$ cat src/common/axh_consts.svh
`ifndef AXH_CONSTS_SVH
`define AXH_CONSTS_SVH
// Overview of operation
// - mode code 2 passive, 3 active
// - reference input must be interrupt capable
// - reference inputs filtered, default 6.4 ms
// - auto-reverse brakes at normal deceleration, reverses
// - auto-reverse needs limits enabled, active only
// - no auto-reverse: abort, error, emergency brake
// - approach direction sets search and homing direction
// - active homing uses configured switch side
// - passive homing: no motion, side from table
// - search at approach velocity within limits
// - final approach at reduced velocity within limits
// - nonzero offset moved at reduced velocity
// - offset reached: load absolute reference position
// - offset limited to plus/minus 1.0e12
// - active start aborts motion, passive does not

// ----------------------------------------
// timing
// ----------------------------------------
`define AXH_CLK_MHZ 250.0
`define AXH_FILT_TIME_MS 6.4
`define AXH_RAMP_LAST 8'hFF

// ----------------------------------------
// register offsets
// ----------------------------------------
`define AXH_ADDR_CMD 8'h00
`define AXH_ADDR_CFG 8'h04
`define AXH_ADDR_FILT 8'h08
`define AXH_ADDR_VAPP 8'h0C
`define AXH_ADDR_VRED 8'h10
`define AXH_ADDR_VSS 8'h14
`define AXH_ADDR_VMAX 8'h18
`define AXH_ADDR_DEC 8'h1C
`define AXH_ADDR_EDEC 8'h20
`define AXH_ADDR_OFFS 8'h24
`define AXH_ADDR_POSREF 8'h28
`define AXH_ADDR_POS 8'h2C
`define AXH_ADDR_STAT 8'h30
`define AXH_ADDR_IRQ 8'h34
`define AXH_ADDR_MASK 8'h38

// ----------------------------------------
// fields and codes
// ----------------------------------------
`define AXH_MODE_PASSIVE 3'h2
`define AXH_MODE_ACTIVE 3'h3
`define AXH_CFG_APPR 0
`define AXH_CFG_SIDE 1
`define AXH_CFG_AREV 2
`define AXH_CFG_LIMEN 3
`define AXH_CFG_SEL 5:4
`define AXH_REF_CAPABLE 4'h7
`define AXH_IRQ_DONE 0
`define AXH_IRQ_ERR 1
`define AXH_IRQ_REFUSE 2

// ----------------------------------------
// reset values
// ----------------------------------------
`define AXH_RST_CFG 8'h01
`define AXH_RST_VAPP 16'h0400
`define AXH_RST_VRED 16'h0080
`define AXH_RST_VSS 16'h0010
`define AXH_RST_VMAX 16'h8000
`define AXH_RST_DEC 16'h0010
`define AXH_RST_EDEC 16'h0100
`endif

$ cat src/common/axh_pkg.sv
package axh_pkg;
  typedef enum logic [3:0] {
    ST_IDLE, ST_PASSIVE, ST_SEARCH, ST_BRAKE, ST_CLEAR, ST_APPROACH, ST_OFFSET, ST_ESTOP
  } axh_state_t;
endpackage

$ cat src/rtl/axh_filt.sv
`timescale 1ns/100ps
`default_nettype none
module axh_filt (
  // clock and reset
  input wire logic pclk,
  input wire logic presetn,
  // raw pin and settle time in cycles
  input wire logic din,
  input wire logic [23:0] limit,
  // filtered level
  output logic dout
);
  logic s1_r, s2_r;
  logic [23:0] cnt_r;

  always_ff @(posedge pclk or negedge presetn) begin
    if (!presetn) begin
      s1_r <= 1'b0;
      s2_r <= 1'b0;
    end else begin
      s1_r <= din;
      s2_r <= s1_r;
    end
  end

  always_ff @(posedge pclk or negedge presetn) begin
    if (!presetn) begin
      cnt_r <= 24'h000000;
      dout <= 1'b0;
    end else if (s2_r == dout) begin
      cnt_r <= 24'h000000;
    end else if (cnt_r >= limit) begin
      dout <= s2_r;
      cnt_r <= 24'h000000;
    end else begin
      cnt_r <= cnt_r + 24'h000001;
    end
  end
endmodule // axh_filt
`default_nettype wire

$ cat src/rtl/axh_seq.sv
// Chosen here: the APB register port and the register offsets.
`timescale 1ns/100ps
`default_nettype none
`include "axh_consts.svh"
module axh_seq #(
  parameter int unsigned FILT_CYCLES = int'(`AXH_FILT_TIME_MS * 1000.0 * `AXH_CLK_MHZ)
) (
  // clock and reset
  input wire logic pclk,
  input wire logic presetn,
  // apb slave
  input wire logic [7:0] paddr,
  input wire logic psel,
  input wire logic penable,
  input wire logic pwrite,
  input wire logic [31:0] pwdata,
  output logic [31:0] prdata,
  output logic pready,
  output logic pslverr,
  // switches
  input wire logic [3:0] ref_in,
  input wire logic lim_neg_in,
  input wire logic lim_pos_in,
  // motion commanded elsewhere
  input wire logic ext_step,
  input wire logic ext_dir,
  // drive and status
  output logic step_out,
  output logic dir_out,
  output logic motion_abort,
  output logic homed,
  output logic irq
);
  axh_pkg::axh_state_t state_r;
  logic [7:0] cfg_r;
  logic [23:0] filt_r;
  logic [15:0] vapp_r, vred_r, vss_r, vmax_r, dec_r, edec_r, vel_r;
  logic [31:0] offs_r, posref_r, pos_r, rem_r;
  logic [2:0] st_r, mask_r, ev;
  logic [16:0] acc_r;
  logic [7:0] ramp_r;
  logic sdir_r, ref_d_r;
  logic limn1_r, limn2_r, limp1_r, limp2_r;
  logic [3:0] ref_flt;

  // ----------------------------------------
  // reference switch filters
  // ----------------------------------------
  genvar gi;
  generate
    for (gi = 0; gi < 4; gi++) begin : g_flt
      axh_filt u_flt (
        .pclk(pclk),
        .presetn(presetn),
        .din(ref_in[gi]),
        .limit(filt_r),
        .dout(ref_flt[gi])
      );
    end
  endgenerate

  always_ff @(posedge pclk or negedge presetn) begin
    if (!presetn) begin
      limn1_r <= 1'b0;
      limn2_r <= 1'b0;
      limp1_r <= 1'b0;
      limp2_r <= 1'b0;
    end else begin
      limn1_r <= lim_neg_in;
      limn2_r <= limn1_r;
      limp1_r <= lim_pos_in;
      limp2_r <= limp1_r;
    end
  end

  // ----------------------------------------
  // apb decode
  // ----------------------------------------
  logic wr_en, rd_setup, mapped, cmd_wr, cfg_ok, vin_ok, refuse;
  logic start_act, start_pas;
  logic [31:0] rd_val;
  logic [15:0] vin;

  assign pready = 1'b1;
  assign wr_en = psel && penable && pwrite;
  assign rd_setup = psel && !penable && !pwrite;
  assign vin = pwdata[15:0];
  assign cmd_wr = wr_en && (paddr == `AXH_ADDR_CMD);
  assign start_act = cmd_wr && (pwdata[2:0] == `AXH_MODE_ACTIVE);
  assign start_pas = cmd_wr && (pwdata[2:0] == `AXH_MODE_PASSIVE);
  assign cfg_ok = |(`AXH_REF_CAPABLE & (4'h1 << pwdata[`AXH_CFG_SEL]));
  assign vin_ok = (vin >= vss_r) && (vin <= vmax_r);
  assign refuse = (cmd_wr && !start_act && !start_pas)
    || (wr_en && (paddr == `AXH_ADDR_CFG) && !cfg_ok)
    || (wr_en && ((paddr == `AXH_ADDR_VAPP) || (paddr == `AXH_ADDR_VRED)) && !vin_ok);

  always_comb begin
    mapped = 1'b1;
    rd_val = 32'h00000000;
    if (paddr == `AXH_ADDR_CMD) begin
      rd_val = 32'h00000000;
    end else if (paddr == `AXH_ADDR_CFG) begin
      rd_val = {24'h000000, cfg_r};
    end else if (paddr == `AXH_ADDR_FILT) begin
      rd_val = {8'h00, filt_r};
    end else if (paddr == `AXH_ADDR_VAPP) begin
      rd_val = {16'h0000, vapp_r};
    end else if (paddr == `AXH_ADDR_VRED) begin
      rd_val = {16'h0000, vred_r};
    end else if (paddr == `AXH_ADDR_VSS) begin
      rd_val = {16'h0000, vss_r};
    end else if (paddr == `AXH_ADDR_VMAX) begin
      rd_val = {16'h0000, vmax_r};
    end else if (paddr == `AXH_ADDR_DEC) begin
      rd_val = {16'h0000, dec_r};
    end else if (paddr == `AXH_ADDR_EDEC) begin
      rd_val = {16'h0000, edec_r};
    end else if (paddr == `AXH_ADDR_OFFS) begin
      rd_val = offs_r;
    end else if (paddr == `AXH_ADDR_POSREF) begin
      rd_val = posref_r;
    end else if (paddr == `AXH_ADDR_POS) begin
      rd_val = pos_r;
    end else if (paddr == `AXH_ADDR_STAT) begin
      rd_val = {25'h0, ref_flt[cfg_r[`AXH_CFG_SEL]], sdir_r, homed, 4'(state_r)};
    end else if (paddr == `AXH_ADDR_IRQ) begin
      rd_val = {29'h00000000, st_r};
    end else if (paddr == `AXH_ADDR_MASK) begin
      rd_val = {29'h00000000, mask_r};
    end else begin
      mapped = 1'b0;
    end
  end

  assign pslverr = psel && penable && !mapped;

  // read data latched in the setup cycle so prdata is a flop
  always_ff @(posedge pclk or negedge presetn) begin
    if (!presetn) begin
      prdata <= 32'h00000000;
    end else if (rd_setup) begin
      prdata <= rd_val;
    end
  end

  // ----------------------------------------
  // configuration registers
  // ----------------------------------------
  always_ff @(posedge pclk or negedge presetn) begin
    if (!presetn) begin
      cfg_r <= `AXH_RST_CFG;
      filt_r <= 24'(FILT_CYCLES);
      vapp_r <= `AXH_RST_VAPP;
      vred_r <= `AXH_RST_VRED;
      vss_r <= `AXH_RST_VSS;
      vmax_r <= `AXH_RST_VMAX;
      dec_r <= `AXH_RST_DEC;
      edec_r <= `AXH_RST_EDEC;
      offs_r <= 32'h00000000;
      posref_r <= 32'h00000000;
      mask_r <= 3'h0;
    end else if (wr_en) begin
      if (paddr == `AXH_ADDR_CFG && cfg_ok) begin
        cfg_r <= pwdata[7:0];
      end else if (paddr == `AXH_ADDR_FILT) begin
        filt_r <= pwdata[23:0];
      end else if (paddr == `AXH_ADDR_VAPP && vin_ok) begin
        vapp_r <= vin;
      end else if (paddr == `AXH_ADDR_VRED && vin_ok) begin
        vred_r <= vin;
      end else if (paddr == `AXH_ADDR_VSS) begin
        vss_r <= vin;
      end else if (paddr == `AXH_ADDR_VMAX) begin
        vmax_r <= vin;
      end else if (paddr == `AXH_ADDR_DEC) begin
        dec_r <= vin;
      end else if (paddr == `AXH_ADDR_EDEC) begin
        edec_r <= vin;
      // every 32-bit offset is inside the range
      end else if (paddr == `AXH_ADDR_OFFS) begin
        offs_r <= pwdata;
      end else if (paddr == `AXH_ADDR_POSREF) begin
        posref_r <= pwdata;
      end else if (paddr == `AXH_ADDR_MASK) begin
        mask_r <= pwdata[2:0];
      end
    end
  end

  // ----------------------------------------
  // edge selection
  // ----------------------------------------
  logic ref_f, rise, fall, hdir, side, arev_ok, lim_hit, want_rise, home_edge;
  logic pas_right, pas_edge, moving, load_now, tick, offs_zero;

  assign ref_f = ref_flt[cfg_r[`AXH_CFG_SEL]];
  assign rise = ref_f && !ref_d_r;
  assign fall = !ref_f && ref_d_r;
  // approach direction is the homing direction
  assign hdir = cfg_r[`AXH_CFG_APPR];
  assign side = cfg_r[`AXH_CFG_SIDE];
  assign arev_ok = cfg_r[`AXH_CFG_AREV] && cfg_r[`AXH_CFG_LIMEN];
  assign lim_hit = sdir_r ? limp2_r : limn2_r;
  // side picks the edge met in homing direction
  assign want_rise = side ^ hdir;
  assign home_edge = want_rise ? rise : fall;
  // side from approach, switch side and travel direction
  assign pas_right = hdir ^ side ^ ext_dir;
  assign pas_edge = (pas_right ^ ext_dir) ? rise : fall;
  assign offs_zero = (offs_r == 32'h00000000);
  assign tick = (ramp_r == `AXH_RAMP_LAST);
  assign moving = (state_r != axh_pkg::ST_IDLE) && (state_r != axh_pkg::ST_PASSIVE);
  // load point of each sequence
  // passive loads on the filtered edge alone: outside steps are single pulses
  // and seldom meet the delayed edge, so waiting for both would miss it
  assign load_now = (state_r == axh_pkg::ST_APPROACH && home_edge && offs_zero)
    || (state_r == axh_pkg::ST_OFFSET && step_out && rem_r == 32'h00000001)
    || (state_r == axh_pkg::ST_PASSIVE && pas_edge);

  always_ff @(posedge pclk or negedge presetn) begin
    if (!presetn) begin
      ref_d_r <= 1'b0;
      ramp_r <= 8'h00;
    end else begin
      ref_d_r <= ref_f;
      ramp_r <= ramp_r + 8'h01;
    end
  end

  // ----------------------------------------
  // homing sequencer
  // ----------------------------------------
  logic to_err;
  assign to_err = (state_r == axh_pkg::ST_SEARCH || state_r == axh_pkg::ST_CLEAR
    || state_r == axh_pkg::ST_APPROACH || state_r == axh_pkg::ST_OFFSET)
    && lim_hit && !arev_ok && !start_act && !start_pas;

  always_ff @(posedge pclk or negedge presetn) begin
    if (!presetn) begin
      state_r <= axh_pkg::ST_IDLE;
      sdir_r <= 1'b1;
      vel_r <= 16'h0000;
      rem_r <= 32'h00000000;
    end else if (start_act) begin
      state_r <= axh_pkg::ST_SEARCH;
      sdir_r <= hdir;
      vel_r <= vapp_r;
    end else if (start_pas) begin
      state_r <= axh_pkg::ST_PASSIVE;
      vel_r <= 16'h0000;
    end else begin
      case (state_r)
        axh_pkg::ST_PASSIVE: begin
          if (load_now) begin
            state_r <= axh_pkg::ST_IDLE;
          end
        end
        axh_pkg::ST_SEARCH, axh_pkg::ST_CLEAR, axh_pkg::ST_APPROACH,
        axh_pkg::ST_OFFSET: begin
          if (lim_hit) begin
            state_r <= arev_ok ? axh_pkg::ST_BRAKE : axh_pkg::ST_ESTOP;
          end else if (state_r == axh_pkg::ST_SEARCH) begin
            if (ref_f) begin
              vel_r <= vred_r;
              state_r <= want_rise ? axh_pkg::ST_CLEAR : axh_pkg::ST_APPROACH;
              sdir_r <= want_rise ? !hdir : hdir;
            end
          end else if (state_r == axh_pkg::ST_CLEAR) begin
            if (!ref_f) begin
              state_r <= axh_pkg::ST_APPROACH;
              sdir_r <= hdir;
            end
          end else if (state_r == axh_pkg::ST_APPROACH) begin
            if (load_now) begin
              state_r <= axh_pkg::ST_IDLE;
              vel_r <= 16'h0000;
            end else if (home_edge) begin
              state_r <= axh_pkg::ST_OFFSET;
              sdir_r <= !offs_r[31];
              rem_r <= offs_r[31] ? (32'h00000000 - offs_r) : offs_r;
            end
          end else begin
            if (load_now) begin
              state_r <= axh_pkg::ST_IDLE;
              vel_r <= 16'h0000;
            end else if (step_out) begin
              rem_r <= rem_r - 32'h00000001;
            end
          end
        end
        axh_pkg::ST_BRAKE: begin
          if (vel_r == 16'h0000) begin
            state_r <= axh_pkg::ST_SEARCH;
            sdir_r <= !sdir_r;
            vel_r <= vapp_r;
          end else if (tick) begin
            vel_r <= (vel_r > dec_r) ? vel_r - dec_r : 16'h0000;
          end
        end
        axh_pkg::ST_ESTOP: begin
          if (vel_r == 16'h0000) begin
            state_r <= axh_pkg::ST_IDLE;
          end else if (tick) begin
            vel_r <= (vel_r > edec_r) ? vel_r - edec_r : 16'h0000;
          end
        end
        default: begin
          state_r <= axh_pkg::ST_IDLE;
          vel_r <= 16'h0000;
        end
      endcase
    end
  end

  // ----------------------------------------
  // pulse generator and position
  // ----------------------------------------
  logic [16:0] acc_nxt;
  assign acc_nxt = {1'b0, acc_r[15:0]} + {1'b0, vel_r};

  always_ff @(posedge pclk or negedge presetn) begin
    if (!presetn) begin
      acc_r <= 17'h00000;
      step_out <= 1'b0;
      dir_out <= 1'b1;
    end else begin
      acc_r <= moving ? acc_nxt : 17'h00000;
      step_out <= moving && acc_nxt[16] && !step_out;
      dir_out <= sdir_r;
    end
  end

  // own steps counted with the direction that went out beside them
  always_ff @(posedge pclk or negedge presetn) begin
    if (!presetn) begin
      pos_r <= 32'h00000000;
    end else if (load_now) begin
      pos_r <= posref_r;
    end else if (step_out) begin
      pos_r <= dir_out ? pos_r + 32'h00000001 : pos_r - 32'h00000001;
    end else if (ext_step) begin
      pos_r <= ext_dir ? pos_r + 32'h00000001 : pos_r - 32'h00000001;
    end
  end

  // ----------------------------------------
  // status, abort and interrupt
  // ----------------------------------------
  // active start aborts other motion
  always_ff @(posedge pclk or negedge presetn) begin
    if (!presetn) begin
      motion_abort <= 1'b0;
    end else begin
      motion_abort <= start_act;
    end
  end

  always_ff @(posedge pclk or negedge presetn) begin
    if (!presetn) begin
      homed <= 1'b0;
    end else if (load_now) begin
      homed <= 1'b1;
    end else if (to_err) begin
      homed <= 1'b0;
    end
  end

  assign ev = {refuse, to_err, load_now};

  // set wins over a write-one clear in the same cycle
  always_ff @(posedge pclk or negedge presetn) begin
    if (!presetn) begin
      st_r <= 3'h0;
    end else if (wr_en && paddr == `AXH_ADDR_IRQ) begin
      st_r <= (st_r & ~pwdata[2:0]) | ev;
    end else begin
      st_r <= st_r | ev;
    end
  end

  assign irq = |(st_r & mask_r);
endmodule // axh_seq
`default_nettype wire

$ cat config.mk
export PLATFORM = sky130hd
export DESIGN_NAME = axh_seq
export DESIGN_NICKNAME = d
export VERILOG_FILES = /design/src/common/axh_pkg.sv /design/src/rtl/axh_filt.sv /design/src/rtl/axh_seq.sv
export VERILOG_INCLUDE_DIRS = /design/src /design/src/common
export SDC_FILE = /design/constraint.sdc
export NUM_CORES = 1
export LEC_CHECK = 0
export BUFFER_PORTS_ARGS = -buffer_cell sky130_fd_sc_hd__clkbuf_2
export CAP_MARGIN = 40
export CORE_MARGIN = 10
export CORE_UTILIZATION = 55
export CTS_CLUSTER_DIAMETER = 60
export DETAILED_ROUTE_END_ITERATION = 7
export HOLD_SLACK_MARGIN = 0.05
export PLACE_DENSITY = 0.79
export SETUP_SLACK_MARGIN = 0.02
export SLEW_MARGIN = 20
export SYNTH_ARGS = -nofsm -noshare
export SYNTH_HDL_FRONTEND = slang
export SYNTH_SLANG_ARGS = --single-unit
$ cat constraint.sdc
create_clock -name pclk -period 3.35 [get_ports pclk]
set_clock_uncertainty 0.1 [all_clocks]
set_input_delay 0.335 -clock pclk [delete_from_list [all_inputs] [get_ports pclk]]
set_output_delay 0.335 -clock pclk [all_outputs]
set_load 0.01 [all_outputs]
==> flow_summary_export.csv <==
group,metric,value,unit
detailed_routing,drc,0,
synth,syn_nets,3173,
synth,synth-edff-count,0,
detailed_routing,number_of_design_rule_violations_left_by_the_first_detailed_router_iteration,2662,
synth,ys_async_sr_fraction,100.0,%
synth,synth_top_cells_by_area,"dfrtp_1 40%, ha_1 8.4%, mux2_2 7.6%, o21ai_0 3.9%, nor2_1 3.5%",
pwr,seqPwrFrac,44.4,%
detailed_routing,detail_route.wl_per_cell,23.39,um
synth,synth_most_common_cell,"dfrtp_1",
detailed_routing,dr.pass1.iters,8,
synth,netlist_instances,2931,
grt,overflow,0,
pwr,p_sw,3.623,mW
synth,synth_top_area_share,39.66,%
timing,max_freq,305.6,MHz
pwr,total_power,13.51,mW
timing,finalSetupViolCount,0,
setup_path,critPathKind,"reg2reg",
floorplanning,die_area,59990,um^2
pwr,combinationalPowerShare,10.5,%
placed_design,gp_congestion,1.066,
synth,netlist.top_cell.by_area,"dfrtp_1",
placed_design,dp_hpwl,65060,um
timing,report.final.hold_viol_count,0,
clock_tree,cts-htree-levels,2,
clock_tree,cts_tree,"yes",
setup_path,critical_path_arrival,3670,ps
synth,syn_area_per_cell,9.494,um^2
timing,final_critical_path_setup_slack,77.66,ps
final_layout,fill_cells,4069,
setup_path,critPathCaptureType,"register",
detailed_routing,ant_nets,0,
worst_hold_path,timing.hold.worst.class,"in2reg",
clock_tree,worst_skew_pair.late_latency,620,ps
grt,grt_start_max_net_pins,89,
clock_tree,clock_sinks,456,
setup_path,crit_start,"offs_r[21]$_DFFE_PN0P_",
setup_path,cp-start-kind,"register",
flow_run,max_cap_viols,0,
final_layout,final_net_count,3333,
timing,report.final.slew_viol_count,0,
pwr,power.static_leakage,14.45,nW
pwr,pwr-share-clk,45.1,%
clock_tree,max-clock-path-buffers,3,
pwr,cell_internal_pwr,9.884,mW
detailed_routing,routed_wirelength,89030,um
setup_path,crit_required,3750,ps
clock_tree,clk_pin_slew_worst_paths,60,ps
floorplanning,core_area,50070,um^2
pwr,switching_share,26.82,%
floorplanning,rows,82,
placed_design,numPortBuffers,90,
grt,grt_pass1_vias,24424,
setup_path,r2r_start,"offs_r[21]$_DFFE_PN0P_",
grt,antenna_found_initial,5,
synth,post_synthesis_cell_area,27830,um^2
detailed_routing,drt-vias-per-instance,6.493,
timing,worst_hold_slack,119.7,ps
grt,grt_first_pass_wirelength,138300,um
detailed_routing,via_count,24717,
final_layout,layout-drive-gt1-share,17.10,%
synth,ys_dominant_reg_cell,"dfrtp_1",
floorplanning,die_height,244.9,um
timing,rsz_0062_raised_after_global_routing,"yes",
synth,netlist-cell-type-count,87,
floorplanning,die_width,244.9,um
pwr,p_per_area,424.4,nW/um^2
run_status,outcome,"finished, final reports clean",
clock_tree,clock_buffers_created_by_tritoncts,52,
floorplanning,initial_utilization,55.58,%
grt,gr-usage-all-layers,28.95,%
pwr,power.ir.vdd_worst,388.0,uV
final_layout,synthToLayoutAreaGrowth,14.37,%
synth,ys.warnings.count,0,
placed_design,placement.setup.worst_slack,10.86,ps
synth,synth_sequential_area_ratio,41.07,%
synth,synth.top_cells.by_count,"441 x dfrtp_1, 263 x nor2_1, 234 x nand2_1, 216 x o21ai_0, 187 x mux2_2",
timing,time_the_worst_path_needs_with_i_o_delays_and_setup,3272,ps
timing,timing.max_slew.rel_slack,43.38,%
clock_tree,ctsRootBufferMaster,"clkbuf_16",
synth,register_bit_total_from_synthesis,456,
worst_hold_path,worstHoldStart,"pwdata[11]",
setup_path,maximum_net_fanout_on_the_critical_path,20,
timing,final.period_utilization,97.68,%
floorplanning,num_io_pins,92,
timing,worst-slew-pin-transition,847.6,ps
area by class of cell:
class | instances | area (um^2) | area share (%)
Clock buffer | 78 | 1540 | 4.840
Clock inverter | 19 | 285.3 | 0.8964
Antenna cell | 1 | 2.502 | 0.007863
Timing Repair Buffer | 237 | 1749 | 5.496
Sequential cell | 456 | 11430 | 35.91
Multi-Input combinational cell | 2210 | 15470 | 48.62
Tap cell | 672 | 840.8 | 2.642
Inverter | 134 | 503.0 | 1.580
flip-flops by register name, summed over array words and instances (netlist names), 8 cells and up:
name               cells
acc_r                 16
cfg_r                  8
dec_r                 16
edec_r                16
filt_r                24
g_flt.u_flt.cnt_r     96
offs_r                32
pos_r                 32
posref_r              32
prdata                32
ramp_r                 8
rem_r                 32
vapp_r                16
vel_r                 16
vmax_r                16
vred_r                16
vss_r                 16
power groups by stage:
stage	sequential (mW)	clock, mW	combinational (mW)
floorplan	5.95	0	0.849
detailed placement	6.08	0	1.33
finish	6.00	6.10	1.41
CTS	5.98	6.15	1.37
global route	6.02	6.38	1.54
global placement	6.07	0	1.30
final timing paths:
kind / cells after the start / slack, ps / endpoint
max in group asynchronous: 3 / 2050 / vmax_r[15]$_DFFE_PN1P_
min in group asynchronous: 2 / 200 / rem_r[26]$_DFFE_PN0P_
hold reg to reg: 0 / 240 / g_flt[1].u_flt.s2_r$_DFF_PN0_
setup / recovery: 9 / 80 / vel_r[15]$_DFFE_PN0P_
hold / removal: 3 / 120 / vmax_r[11]$_DFFE_PN0P_
setup reg to reg: 9 / 80 / vel_r[15]$_DFFE_PN0P_
per-layer routing:
layer  vias to the layer above  share of wire, %  track usage [%]
li1                      11028                 -                -
met1                     12126                40            37.70
met2                      1291                45            45.28
met3                       264                10            7.331
met4                         8               4.4            12.16
met5                         -             0.052                0
kinds of logic (layout without fill, tap and decap cells):
kind of cell | after synthesis | count (layout) | synth area share [%]
and+or+nand+nor | 918 | 918 | 15.91
buffers and inverters | 265 | 468 | 3.746
adders and majority gates | 189 | 189 | 8.579
AOI/OAI and AO/OA | 716 | 716 | 16.78
muxes | 196 | 196 | 7.936
xor gates and xnor gates | 189 | 189 | 5.949
DFF | 456 | 456 | 41.07
other | 2 | 3 | 0.02699
critical path, cell delays in order (launching register included):
cell and delay, ps:
dfrtp_1 400, or4_4 590, or3_4 370, or4_4 570
a21oi_4 180, o41a_1 230, a21oi_1 100, buf_12 190
a211o_1 220, o221a_1 200
layout by cell type, fill, tap and decap left out, types with 30 or more instances in the layout:
master and n:
nand3_1 81, buf_4 111, clkbuf_2 89, nor2b_1 30
nand2_1 234, nand4_1 60, inv_1 132, xor2_1 97
a21oi_1 133, nor2_1 262, o22ai_1 34, o21ai_0 214
nor3_1 49, mux2_2 186, clkbuf_16 53, xnor2_1 92
and3_1 44, dfrtp_1 441, nor4_1 36, a22oi_1 50
ha_1 185, a21o_1 39
metrics by stage:
step	instances	setup TNS, ps	area [um^2]	util, %
3_3_place_gp	3680	-13.84	29630	59.18
6_report	3807	0	31830	63.56
4_1_cts	3803	0	31720	63.35
3_5_place_dp	3681	0	29630	59.19
2_1_floorplan	2931	0	27830	-
5_1_grt	3806	-10.50	31820	63.56
timing repair:
item / 4_1_cts / 5_1_grt
hold buffers: 25 / 0
pin swaps: 0 / 7
setup buffers: 0 / 3
resized for setup: 2 / 18
endpoints found under the hold margin: 120 / 0
setup endpoints to repair: 2 / 13
No activity file was read; power rests on OpenSTA's default activity.
